`config.mk`:
```
export PLATFORM = sky130hd
export DESIGN_NAME = plrs_link_request
export DESIGN_NICKNAME = d
export VERILOG_FILES = /design/src/logic/plrs_pkg.sv /design/src/logic/plrs_link_request.sv
export SDC_FILE = /design/constraint.sdc
export NUM_CORES = 1
export LEC_CHECK = 0
export BUFFER_PORTS_ARGS = -buffer_cell sky130_fd_sc_hd__buf_4
export CAP_MARGIN = 10
export CORE_MARGIN = 1.5
export CORE_UTILIZATION = 53
export CTS_BUF_LIST = sky130_fd_sc_hd__clkbuf_8
export CTS_CLUSTER_SIZE = 8
export DETAILED_ROUTE_END_ITERATION = 10
export PLACE_DENSITY_LB_ADDON = 0.2
export SETUP_SLACK_MARGIN = 0.05
export SLEW_MARGIN = 0
export SYNTH_ARGS = -nofsm -noshare
export SYNTH_HDL_FRONTEND = slang
export SYNTH_SLANG_ARGS = --single-unit
```
`constraint.sdc`:
```
create_clock -name clk_i -period 2 [get_ports clk_i]
set_input_delay 0.3 -clock clk_i [delete_from_list [all_inputs] [get_ports clk_i]]
set_output_delay 0.3 -clock clk_i [all_outputs]
set_load 0.1 [all_outputs]
```
`src/logic/plrs_pkg.sv`:
```
// Purpose: Constants for the link-side phy request and status logic.
// Assumes: Register map offsets are byte addresses on a 32-bit bus.
// Notes:   Codes, offsets, positions and cycle counts live here; reserved types 110 and 111 are in the logic.
package plrs_pkg;
  // Request-type codes carried in stream bits 1 to 3.
  localparam logic [2:0] REQ_TAKEOVER = 3'h0;
  localparam logic [2:0] REQ_ISO      = 3'h1;
  localparam logic [2:0] REQ_PRIORITY = 3'h2;
  localparam logic [2:0] REQ_FAIR     = 3'h3;
  localparam logic [2:0] REQ_REG_RD   = 3'h4;
  localparam logic [2:0] REQ_REG_WR   = 3'h5;
  // Speed codes carried in stream bits 4 and 5.
  localparam logic [1:0] SPD_100 = 2'h0;
  localparam logic [1:0] SPD_200 = 2'h1;
  localparam logic [1:0] SPD_400 = 2'h2;
  // Control pair codes driven by the phy.
  localparam logic [1:0] CTL_IDLE   = 2'h0;
  localparam logic [1:0] CTL_STATUS = 2'h1;
  localparam logic [1:0] CTL_RECV   = 2'h2;
  localparam logic [1:0] CTL_GRANT  = 2'h3;
  // Stream lengths in bits, start and stop included.
  localparam logic [4:0] LEN_BUS = 5'h07;
  localparam logic [4:0] LEN_RD  = 5'h09;
  localparam logic [4:0] LEN_WR  = 5'h11;
  // Status stream layout.
  localparam int ST_LEN       = 16;
  localparam int ST_SHORT     = 4;
  localparam int ST_ARB_RESET = 0;
  localparam int ST_FAIR_GAP  = 1;
  localparam int ST_BUS_RESET = 2;
  localparam int ST_PHY_IRQ   = 3;
  // Release delay after a received packet with a bad header check.
  localparam int CLK_PERIOD_NS = 50;
  localparam int RELEASE_NS    = 160;
  localparam int RELEASE_CYC   =
    (RELEASE_NS + CLK_PERIOD_NS - 1) / CLK_PERIOD_NS;
  // Register byte offsets.
  localparam logic [3:0] OFS_CTRL   = 4'h0;
  localparam logic [3:0] OFS_REQ    = 4'h4;
  localparam logic [3:0] OFS_STATUS = 4'h8;
  localparam logic [3:0] OFS_PHYREG = 4'hc;
  // Request register field positions.
  localparam int F_TYPE  = 0;
  localparam int F_SPEED = 4;
  localparam int F_ADDR  = 8;
  localparam int F_DATA  = 16;
  localparam int F_GO    = 31;
  // Control register field positions.
  localparam int F_CYCLE_MASTER = 0;
  localparam int F_HDR_BAD      = 1;
  localparam int F_ADDRESSED    = 2;
endpackage
```
`src/logic/plrs_link_request.sv`:
```
// Purpose: Link end of the phy request line and status transfer receiver.
// Assumes: Phy clock runs slower than clk_i; pins pass two flip-flops.
// Notes:   Registers are reached over classic Wishbone, 32-bit data.
//
// The implementer's own choices: the register offsets and the Wishbone slave port.
`timescale 1ns/1ps
module plrs_link_request (
  input  wire logic        clk_i,
  input  wire logic        rst_i,
  input  wire logic        wb_cyc_i,
  input  wire logic        wb_stb_i,
  input  wire logic        wb_we_i,
  input  wire logic [3:0]  wb_adr_i,
  input  wire logic [3:0]  wb_sel_i,
  input  wire logic [31:0] wb_dat_i,
  output logic      [31:0] wb_dat_o,
  output logic             wb_ack_o,
  input  wire logic        phy_clk_i,
  input  wire logic [1:0]  interface_control_pair_i,
  input  wire logic [1:0]  phy_data_i,
  input  wire logic        cycle_start_seen_i,
  output logic             link_request_line_o,
  output logic             busy_retry_gap_o,
  output logic             iso_cycle_done_o
);
  typedef enum logic [1:0] {
    PLRS_IDLE = 2'b00,
    PLRS_WAIT = 2'b01,
    PLRS_SEND = 2'b10,
    PLRS_HOLD = 2'b11
  } plrs_state_e;

  // Two-flop synchronisers for every phy pin.
  logic [3:0] sync1;
  logic [3:0] sync2;
  logic       clk_prev;
  always_ff @(posedge clk_i) begin
    sync1 <= {phy_clk_i, interface_control_pair_i, phy_data_i[0]};
    sync2 <= sync1;
  end
  logic [1:0] data_sync1;
  logic       data_hi;
  always_ff @(posedge clk_i) begin
    data_sync1 <= {phy_data_i[1], 1'b0};
    data_hi    <= data_sync1[1];
  end

  // Phy clock rising edges become one-cycle enables.
  wire        pclk = sync2[3];
  wire [1:0]  ctl  = sync2[2:1];
  wire [1:0]  dat  = {data_hi, sync2[0]};
  wire        tick = pclk & ~clk_prev;
  always_ff @(posedge clk_i) begin
    if (rst_i) clk_prev <= 1'b0;
    else       clk_prev <= pclk;
  end

  // Registers written by software, then request tracking and status receiver state.
  logic        cycle_master;
  logic        hdr_bad;
  logic        addressed;
  logic [2:0]  req_type;
  logic [1:0]  req_speed;
  logic [3:0]  req_addr;
  logic [7:0]  req_data;
  logic        pending;
  logic        lost;
  logic        iso_armed;
  logic [15:0] status;
  logic [3:0]  status_cnt;
  logic        prev_ctl_status;
  logic [7:0]  phyreg_data;
  logic [3:0]  phyreg_addr;
  logic        phyreg_valid;

  plrs_state_e state;
  plrs_state_e next_state;
  logic [16:0] shreg;
  logic [4:0]  bits_left;
  logic [3:0]  rel_cnt;
  logic        relaunch;

  wire ctl_idle  = ctl == plrs_pkg::CTL_IDLE;
  wire ctl_recv  = ctl == plrs_pkg::CTL_RECV;
  wire ctl_stat  = ctl == plrs_pkg::CTL_STATUS;
  wire ctl_grant = ctl == plrs_pkg::CTL_GRANT;
  wire is_arb    = req_type == plrs_pkg::REQ_PRIORITY |
                   req_type == plrs_pkg::REQ_FAIR;
  wire is_reg    = req_type[2];
  wire is_take   = req_type == plrs_pkg::REQ_TAKEOVER;
  wire is_iso    = req_type == plrs_pkg::REQ_ISO;

  // Wishbone decode and access strobes.
  wire acc    = wb_cyc_i & wb_stb_i & ~wb_ack_o;
  wire wr     = acc & wb_we_i;
  wire wr_ctl = wr & wb_adr_i == plrs_pkg::OFS_CTRL & wb_sel_i[0];
  wire wr_req = wr & wb_adr_i == plrs_pkg::OFS_REQ & wb_sel_i[3];
  // Reserved types 110 and 111 never reach the sequencer.
  wire [2:0] wr_type = wb_dat_i[plrs_pkg::F_TYPE +: 3];
  wire go     = wr_req & wb_dat_i[plrs_pkg::F_GO] & ~pending &
                (wr_type != 3'h6) & (wr_type != 3'h7);
  wire [31:0] rd_mux =
    wb_adr_i == plrs_pkg::OFS_CTRL ?
      {29'h0, addressed, hdr_bad, cycle_master} :
    wb_adr_i == plrs_pkg::OFS_REQ ?
      {pending, 6'h0, lost, req_data, 4'h0, req_addr, 2'h0, req_speed,
       1'b0, req_type} :
    wb_adr_i == plrs_pkg::OFS_STATUS ? {16'h0, status} :
    wb_adr_i == plrs_pkg::OFS_PHYREG ?
      {19'h0, phyreg_valid, phyreg_addr, phyreg_data} : 32'h0;

  // Bus answer is one cycle after the request; unmapped reads give zero.
  always_ff @(posedge clk_i) begin
    if (rst_i) begin
      wb_ack_o <= 1'b0;
      wb_dat_o <= 32'h0;
    end else begin
      wb_ack_o <= acc;
      wb_dat_o <= acc ? rd_mux : 32'h0;
    end
  end

  // Control register; the cycle master flag forces priority type.
  always_ff @(posedge clk_i) begin
    if (rst_i) begin
      cycle_master <= 1'b0;
      hdr_bad      <= 1'b0;
      addressed    <= 1'b0;
    end else if (wr_ctl) begin
      cycle_master <= wb_dat_i[plrs_pkg::F_CYCLE_MASTER];
      hdr_bad      <= wb_dat_i[plrs_pkg::F_HDR_BAD];
      addressed    <= wb_dat_i[plrs_pkg::F_ADDRESSED];
    end
  end

  // Stream image, bit 0 is the start bit and goes out first.
  // A read carries no data, so bit 8 must be its stop bit.
  wire [7:0]  img_data = req_type == plrs_pkg::REQ_REG_WR ? req_data : 8'h0;
  wire [16:0] image =
    is_reg ? {1'b0, img_data, req_addr, req_type, 1'b1} :
             {10'h0, 1'b0, req_speed, req_type, 1'b1};
  wire [4:0] image_len =
    req_type == plrs_pkg::REQ_REG_WR ? plrs_pkg::LEN_WR :
    req_type == plrs_pkg::REQ_REG_RD ? plrs_pkg::LEN_RD :
    plrs_pkg::LEN_BUS;

  // Iso allowed only once a cycle start was seen, until the fair gap.
  wire iso_ok   = iso_armed | cycle_start_seen_i;
  // Take-over only during reception of a packet for us.
  wire take_ok  = ctl_recv & addressed;
  wire start_ok = is_reg | (is_arb & ctl_idle) |
                  (is_iso & iso_ok) | (is_take & take_ok);

  // Sequencer: wait for a legal moment, shift, then watch for loss.
  always_comb begin
    next_state = state;
    unique case (state)
      PLRS_IDLE: if (pending) next_state = PLRS_WAIT;
      PLRS_WAIT: if (tick & start_ok) next_state = PLRS_SEND;
      PLRS_SEND: if (tick & bits_left == 5'h1) next_state = PLRS_HOLD;
      PLRS_HOLD: if (~pending) next_state = PLRS_IDLE;
    endcase
    // A lost fair or priority request waits for the next idle again.
    if (relaunch) next_state = PLRS_WAIT;
  end

  always_ff @(posedge clk_i) begin
    if (rst_i) begin
      state     <= PLRS_IDLE;
      shreg     <= 17'h0;
      bits_left <= 5'h0;
    end else begin
      state <= next_state;
      if (state == PLRS_WAIT & next_state == PLRS_SEND) begin
        shreg     <= image;
        bits_left <= image_len;
      end else if (state == PLRS_SEND & tick) begin
        shreg     <= {1'b0, shreg[16:1]};
        bits_left <= bits_left - 5'h1;
      end
    end
  end

  // Request line drives the low bit of the shifter while sending.
  always_ff @(posedge clk_i) begin
    if (rst_i) link_request_line_o <= 1'b0;
    else link_request_line_o <= next_state == PLRS_SEND &
      (state == PLRS_WAIT ? image[0] : (tick ? shreg[1] : shreg[0]));
  end

  // Pending request, loss tracking and release timer.
  wire sent   = state == PLRS_HOLD;
  wire lose   = (state == PLRS_SEND | sent) & ctl_recv &
                ~is_reg & ~is_take;
  wire drop   = is_take & (state != PLRS_IDLE) & ~ctl_recv &
                ~ctl_grant & hdr_bad;
  wire done   = sent & (is_reg | (ctl_grant & ~hdr_bad) |
                (is_take & rel_cnt == 4'h1));
  always_ff @(posedge clk_i) begin
    if (rst_i) begin
      pending <= 1'b0;
      lost    <= 1'b0;
      rel_cnt <= 4'h0;
    end else begin
      if (go) begin
        pending <= 1'b1;
        lost    <= 1'b0;
      end else if (done | drop) begin
        pending <= 1'b0;
      end
      if (lose & is_arb) lost <= 1'b1;
      if (sent & is_take & ctl_grant & hdr_bad & rel_cnt == 4'h0)
        rel_cnt <= 4'(plrs_pkg::RELEASE_CYC);
      else if (rel_cnt != 4'h0)
        rel_cnt <= rel_cnt - 4'h1;
    end
  end

  // Request fields latch on go; cycle master forces priority.
  always_ff @(posedge clk_i) begin
    if (rst_i) begin
      req_type  <= plrs_pkg::REQ_FAIR;
      req_speed <= plrs_pkg::SPD_100;
      req_addr  <= 4'h0;
      req_data  <= 8'h0;
    end else if (go) begin
      req_type  <= cycle_master ? plrs_pkg::REQ_PRIORITY :
                   wb_dat_i[plrs_pkg::F_TYPE +: 3];
      req_speed <= wb_dat_i[plrs_pkg::F_SPEED +: 2] == 2'h3 ?
                   plrs_pkg::SPD_400 :
                   wb_dat_i[plrs_pkg::F_SPEED +: 2];
      req_addr  <= wb_dat_i[plrs_pkg::F_ADDR +: 4];
      req_data  <= wb_dat_i[plrs_pkg::F_DATA +: 8];
    end
  end

  // Status receiver: two bits per phy clock while code 01 stands.
  // A lost fair/priority goes back to waiting for the next idle.
  always_ff @(posedge clk_i) begin
    if (rst_i) begin
      status          <= 16'h0;
      status_cnt      <= 4'h0;
      prev_ctl_status <= 1'b0;
      phyreg_data     <= 8'h0;
      phyreg_addr     <= 4'h0;
      phyreg_valid    <= 1'b0;
      iso_armed       <= 1'b0;
      busy_retry_gap_o <= 1'b0;
      iso_cycle_done_o <= 1'b0;
    end else begin
      busy_retry_gap_o <= 1'b0;
      iso_cycle_done_o <= 1'b0;
      if (cycle_start_seen_i) iso_armed <= 1'b1;
      // Clear comes first so a completing stream in the same cycle wins.
      if (wr_req) phyreg_valid <= 1'b0;
      if (tick) begin
        prev_ctl_status <= ctl_stat;
        if (ctl_stat) begin
          status[{status_cnt[2:0], 1'b0} +: 2] <= dat;
          status_cnt <= status_cnt + 4'h1;
          if (status_cnt == 4'h1) begin
            busy_retry_gap_o <= status[plrs_pkg::ST_ARB_RESET];
            iso_cycle_done_o <= status[plrs_pkg::ST_FAIR_GAP];
            if (status[plrs_pkg::ST_FAIR_GAP]) iso_armed <= 1'b0;
          end
          if (status_cnt == 4'h7) begin
            phyreg_addr  <= status[7:4];
            phyreg_data  <= {dat, status[13:8]};
            phyreg_valid <= 1'b1;
          end
        end else begin
          status_cnt <= 4'h0;
        end
      end
    end
  end

  // Loss of a fair or priority request returns the sequencer to waiting.
  assign relaunch = lose & is_arb;

  AST_LOST_FLAG: assert property (@(posedge clk_i) disable iff (rst_i)
    lose & is_arb |=> lost) else $error("loss not flagged");
  AST_NO_RESERVED: assert property (@(posedge clk_i) disable iff (rst_i)
    pending |-> req_type != 3'h6 && req_type != 3'h7)
    else $error("reserved type");
  AST_ARB_IDLE: assert property (@(posedge clk_i) disable iff (rst_i)
    state == PLRS_WAIT && next_state == PLRS_SEND && is_arb |-> ctl_idle)
    else $error("arb without idle");
  AST_START_BIT: assert property (@(posedge clk_i) disable iff (rst_i)
    state == PLRS_WAIT && next_state == PLRS_SEND |=> link_request_line_o)
    else $error("no start bit");
  AST_CM_PRIO: assert property (@(posedge clk_i) disable iff (rst_i)
    go && cycle_master |=> req_type == plrs_pkg::REQ_PRIORITY)
    else $error("cycle master not priority");
  AST_TAKE_RECV: assert property (@(posedge clk_i) disable iff (rst_i)
    state == PLRS_WAIT && next_state == PLRS_SEND && is_take |-> ctl_recv)
    else $error("take-over outside receive");
  AST_ISO_OK: assert property (@(posedge clk_i) disable iff (rst_i)
    state == PLRS_WAIT && next_state == PLRS_SEND && is_iso |-> iso_ok)
    else $error("iso before cycle start");
  AST_STOP_LOW: assert property (@(posedge clk_i) disable iff (rst_i)
    state == PLRS_HOLD |-> !link_request_line_o)
    else $error("line high after stop");
  COV_REG: cover property (@(posedge clk_i) go && wb_dat_i[2]);
  COV_LOST: cover property (@(posedge clk_i) relaunch);
  COV_STATUS: cover property (@(posedge clk_i) phyreg_valid);
endmodule

```
==> results of run 1 <==
-- how the worst max path moves through the flow --
stage	cells after the start	end	startpoint
5_1_grt	7	status[1]	status_cnt[0]
2_1_floorplan	8	status[2]	status_cnt[0]
3_3_place_gp	7	status[3]	status_cnt[0]
3_5_place_dp	7	status[1]	status_cnt[1]
6_report	7	status[1]	status_cnt[0]
4_1_cts	7	status[1]	status_cnt[1]
-- metrics by stage --
step                      cells  util [%]
after detailed placement    759     60.74
after global routing        799     65.77
after global placement      759     60.74
after floorplan             584         -
final                       799     65.77
after CTS                   796     65.13
-- worst reg2reg max path, delay by kind of cell, from the launching register on --
| family | cells | cell delay (ns) |
|---|---|---|
| multiplexers | 1 | 0.24 |
| AND/OR/NAND/NOR | 3 | 0.87 |
| adder cells (fa/ha/maj) | 2 | 0.26 |
| buffers and inverters | 1 | 0.07 |
| flip-flops | 1 | 0.32 |
-- kinds of logic after synthesis --
family | after synthesis | synth area share, %
compound gates | 106 | 12.16
xor+xnor | 5 | 0.8216
fa+ha+maj | 8 | 1.878
buf+inv | 54 | 4.858
flops | 124 | 46.56
mux | 54 | 10.98
other cells | 1 | 0.07034
simple gates | 227 | 22.67
-- registers in the layout, summed over array words and instances (netlist names), 5 cells and up --
signal and cells:
wb_dat_o 26, shreg 16, status 16, phyreg_data 8, req_data 8, bits_left 5
-- repair_timing --
action	CTS	global route
setup endpoints to repair	0	8
hold buffers	5	0
buffers inserted	0	3
hold endpoints to repair	5	0
gates resized for setup	0	10
-- power by group through the flow --
stage | logic [mW] | registers [mW] | clock network [mW]
final | 0.436 | 2.56 | 2.08
after detailed placement | 0.419 | 2.62 | 0
after global placement | 0.409 | 2.61 | 0
after CTS | 0.427 | 2.56 | 2.13
after floorplan | 0.313 | 2.61 | 0
after global routing | 0.485 | 2.57 | 2.22
-- layout make-up --
| class | count | area, um2 |
|---|---|---|
| repair buffers | 91 | 695.7 |
| fillers | 799 | 3346 |
| flip-flops and latches | 124 | 2485 |
| clock buffers | 18 | 247.7 |
| inverters | 13 | 48.80 |
| clock inverters | 14 | 131.4 |
| well taps | 133 | 166.4 |
| multi-input cells | 406 | 2654 |
-- placed cells by master, fill, tap and decap left out, types with 5 or more instances in the layout --
master         synthesis  layout
dfxtp_1              124     122
nand3_1               19      19
dlygate4sd3_1          0       5
nand3b_1               7       7
nand4_1                5       5
mux2i_1               45      45
conb_1                 1       6
a21oi_1               45      45
nor4_1                 5       5
nand2_1               56      56
clkbuf_8               0      18
a21o_1                 8       8
and3b_1                5       5
nor2b_1                9       9
inv_1                 13      13
buf_4                 12      86
o21ai_0               23      23
o31ai_1                5       5
and2_1                14      14
ha_1                   8       6
nor2_1                64      64
and3_1                 7       7
mux2_1                 6       6
-- per-layer routing --
layer / track usage (%) / part of all wire, %
met1: 27.89 / 43
met2: 40.79 / 52
met3: 5.108 / 3.4
met4: 8.212 / 1.1
met5: 0 / 0
==> metrics.yaml, run 1 <==
synthesis:
  synth-seq-cells: 124
  ys.flop_type: "dfxtp_1"
  yosys_warnings: 0
  yosysMostFrequentCell: "dfxtp_1"
  synth.area.top_cells: "dfxtp_1, mux2i_1, nor2_1"
  synthArstFlopShare_pct: 0
  synth_edf_count: 0
  syn_inst: 579
  synth_top_area_share_pct: 46.56
  synthTopCellsByCount: "dfxtp_1, nor2_1, nand2_1"
  yosysTopAreaCell: "dfxtp_1"
  syn_area_um2: 5331
  seq_area_frac_synth_pct: 46.56
  syn_area_per_cell_um2: 9.208
  ys_types: 62
timing:
  setup_viol: 0
  rsz0062_at_grt: "yes"
  max_freq_mhz: 526.1
  hold_viol_final: 0
  slew_viol_final: 0
  slew_headroom_pct: 56.06
  worst_pin_slew_ns: 0.6571
  skew_ns: 0.007698
  whs_ns: 0.1332
  fin_crit_sh_pct: 95.03
  min_period_ns: 1.901
  finalSetupTns_ns: 0
  layout_setup_ws_ns: 0.09934
clock_network:
  cts_root_buf: "clkbuf_8"
  insertion_delay_ns: 0.43
  clkSlewWorstSetupHoldPaths_ns: 0.07
  numCtsBuffers: 17
  h-tree-depth: 4
  cts_tree: "done"
  cts_buffer_depth: 2
  cts.sinks: 124
worst_hold_path:
  hold_class: "input port to flip-flop"
  hp-start: "wb_dat_i[8]"
  hold_depth: 3
  min_to: "req_addr[0]"
worst_setup_path:
  required_ns: 2.30
  reg2reg_slack_ns: 0.1
  arrival_ns: 2.20
  r2r.worst_path.cells: 7
  rr_endpoint: "status[1]"
  endpoint_kind: "flip-flop"
  crit_path_start_kind: "flip-flop"
  cp_slowest_cell: "or4b_4"
  crit_buf_inv: 1
  path_class: "flip-flop to flip-flop"
  r2r_start: "status_cnt[0]"
  path_cells: "inv_2 -> ha_4 -> ha_4 -> or4b_4 -> nor4_4 -> mux2i_1 -> nor2_1"
  cp_common_cell: "ha_4"
  cp_slowest_stage_delay_ns: 0.46
  crit_fanout: 2
  critPathTopFamily: "simple AND/OR/NAND/NOR gates"
power_and_ir_drop:
  intPower_mw: 3.808
  p_sw_mw: 1.269
  vdd_ir_drop_max_mv: 0.4394
  switching_share_pct: 24.99
  leakage_nw: 2.522
  finalPower_mw: 5.077
  seqPwrFrac_pct: 50.5
  pwr-share-clk_pct: 40.9
  powerDensity_nw_per_um2: 789.8
  combPwrFrac_pct: 8.6
global_routing:
  track_usage_pct: 23.16
  grt_max_degree: 48
  grt_antenna_before_repair: 0
  grt_pass1_wl_um: 19020
  grt_pass1_vias: 4145
  gr-total-overflow: 0
finish:
  drive_gt1_share_pct: 20.72
  final_area_um2: 6429
  num-nets-final: 712
  area_growth_pct: 20.58
  diodes: 0
placed_design:
  place_ws_ns: 0.09980
  place_hpwl_um: 8464
  place.port_buffers: 64
  dpl_cell_area_um2: 5937
  gp_congestion: 0.8392
floorplanning:
  rows: 36
  start_util_pct: 54.54
  chipHeight_um: 103.3
  ios: 87
  die_area_um2: 10670
  die_x_um: 103.3
  core_area_um2: 9774
routing:
  ant_nets: 0
  vias: 4302
  drt-initial-drc-count: 193
  vias_per_cell: 5.384
  drt_wl_total_um: 11940
  first_pass_iters: 6
  avgRoutedWirePerCell_um: 14.94
  drc: 0
outcome:
  outcome: "finished clean"
job:
  cap_violations: 0
Power figures use the tool's default switching activity.
==> inputs of run 2 (changes only) <==
--- a/config.mk
+++ b/config.mk
@@ -8,8 +8,9 @@
 export BUFFER_PORTS_ARGS = -buffer_cell sky130_fd_sc_hd__buf_4
 export CAP_MARGIN = 10
 export CORE_MARGIN = 1.5
-export CORE_UTILIZATION = 53
+export CORE_UTILIZATION = 60
 export CTS_BUF_LIST = sky130_fd_sc_hd__clkbuf_8
+export CTS_CLUSTER_DIAMETER = 120
 export CTS_CLUSTER_SIZE = 8
 export DETAILED_ROUTE_END_ITERATION = 10
 export PLACE_DENSITY_LB_ADDON = 0.2
==> constraint.sdc (replaced) <==
create_clock -name clk_i -period 2.3 [get_ports clk_i]
set_input_delay 0.345 -clock clk_i [delete_from_list [all_inputs] [get_ports clk_i]]
set_output_delay 0.345 -clock clk_i [all_outputs]
set_load 0.1 [all_outputs]
==> metrics.yaml, run 2 (synthesized netlist as in run 1, its figures left out) <==
global_routing:
  grt_max_degree: 39
  grt_antenna_before_repair: 0
  gr-total-overflow: 0
  grt_pass1_wl_um: 19240
  track_usage_pct: 25.05
  grt_pass1_vias: 4106
finish:
  diodes: 0
  drive_gt1_share_pct: 18.71
  area_growth_pct: 16.80
  layout_commonest_cell: "dfxtp_1"
  top_register: "wb_dat_o"
  nFillCells: 671
  largest_reg_flops: 26
  stdcell_count: 760
  fin_util_pct: 71.76
  num-nets-final: 698
  final_cell_mix: "dfxtp_1, buf_4, nor2_1"
  final_area_um2: 6227
  reg.largest.list: "wb_dat_o (26), shreg (16), status (16)"
placed_design:
  place_ws_ns: 0.1877
  placed_cells: 728
  dpl_cell_area_um2: 5853
  place_hpwl_um: 8183
  place.port_buffers: 64
  gp_congestion: 0.8724
clock_network:
  clkSlewWorstSetupHoldPaths_ns: 0.08
  cts_buffer_depth: 2
  cts_root_buf: "clkbuf_8"
  insertion_delay_ns: 0.42
  h-tree-depth: 4
  numCtsBuffers: 17
  cts.sinks: 124
  cts_setup_buffers: 0
  cts_tree: "done"
timing:
  hold_viol_final: 0
  layout_setup_ws_ns: 0.2298
  skew_ns: 0.009957
  fin_crit_sh_pct: 90.01
  rsz0062_at_grt: "no"
  worst_pin_slew_ns: 0.6483
  max_freq_mhz: 483.0
  slew_headroom_pct: 56.65
  finalSetupTns_ns: 0
  slew_viol_final: 0
  min_period_ns: 2.070
  whs_ns: 0.01863
  setup_viol: 0
worst_setup_path:
  reg2reg_slack_ns: 0.23
  worstSetupStartpoint: "status_cnt[1]"
  cp_slowest_stage_delay_ns: 0.60
  crit_path_start_kind: "flip-flop"
  arrival_ns: 2.38
  endpoint_kind: "flip-flop"
  required_ns: 2.61
  crit_buf_inv: 1
  critPathTopFamily: "simple AND/OR/NAND/NOR gates"
  r2r_start: "status_cnt[1]"
  path_cells: "inv_1 -> ha_1 -> ha_2 -> or4_1 -> mux2i_1 -> nor2_1"
  rr_endpoint: "status[10]"
  cp.depth: 6
  path_class: "flip-flop to flip-flop"
  r2r.worst_path.cells: 6
  endpoint: "status[10]"
  cp_slowest_cell: "or4_1"
  crit_fanout: 8
power_and_ir_drop:
  finalPower_mw: 4.375
  powerDensity_nw_per_um2: 702.5
  leakage_nw: 2.442
  vdd_ir_drop_max_mv: 0.3864
worst_hold_path:
  hold_class: "input port to flip-flop"
floorplanning:
  die_area_um2: 9460
  core_area_um2: 8678
  ios: 87
  start_util_pct: 61.43
  rows: 34
  die_x_um: 97.27
  chipHeight_um: 97.27
routing:
  wl_met3_um: 587
  drc: 0
  drt-met1-wl_um: 4889
  met2_length_um: 6063
  drt_wl_total_um: 11660
  vias_per_cell: 5.683
  highest_layer: "met4"
  drt-initial-drc-count: 221
  first_pass_iters: 4
  vias: 4319
  ant_nets: 0
  avgRoutedWirePerCell_um: 15.34
job:
  cap_violations: 0
outcome:
  outcome: "finished clean"
==> run 2: changes by cell type in the layout (fill, tap and decap cells not counted), moves of 2 or more <==
| cell | delta |
|---|---|
| clkinv_4 | +2 |
| ha_4 | -2 |
| dfxtp_1 | +2 |
| dlygate4sd3_1 | -5 |
| buf_4 | -9 |
| inv_2 | -3 |
| inv_6 | +5 |
| dfxtp_2 | -2 |
| clkinv_2 | -2 |
==> run 2: routing by layer <==
metal	track usage, %	vias up
met1	30.51	2072
li1	-	2133
met2	44.32	102
met4	8.132	0
met3	5.108	12
met5	0	-
==> run 2: layout make-up <==
class / instances / area (um2) / area share (%)
multi-input cells: 406 / 2611 / 41.93
inverters: 13 / 48.80 / 0.7836
well taps: 108 / 135.1 / 2.170
clock inverters: 15 / 137.6 / 2.210
flip-flops and latches: 124 / 2482 / 39.86
clock buffers: 17 / 234.0 / 3.757
repair buffers: 77 / 578.1 / 9.283
==> run 2: worst min-delay path by stage <==
| stage | start | to | slack [ns] | depth (start not counted) |
|---|---|---|---|---|
| after floorplan | data_sync1[1] | data_hi | 0.31 | 0 |
| after global placement | data_sync1[1] | data_hi | 0.31 | 0 |
| after detailed placement | sync1[3] | sync2[3] | 0.31 | 0 |
| after CTS | interface_control_pair_i[0] | sync1[1] | 0.0006 | 1 |
| after global routing | interface_control_pair_i[0] | sync1[1] | 0.0005 | 1 |
| final | interface_control_pair_i[0] | sync1[1] | 0.02 | 1 |
==> run 2: power breakdown <==
group	total, mW	switching [mW]	leakage [nW]	internal (mW)
registers	2.23	0.0399	1.00	2.19
clock network	1.78	0.910	0.189	0.867
logic	0.369	0.230	1.25	0.139
==> run 2: timing repair <==
action / 4_1_cts / 5_1_grt
endpoints found under the hold margin: 0 / 0
setup endpoints to repair: 0 / 2
hold buffers: 0 / 0
resized for setup: 0 / 1
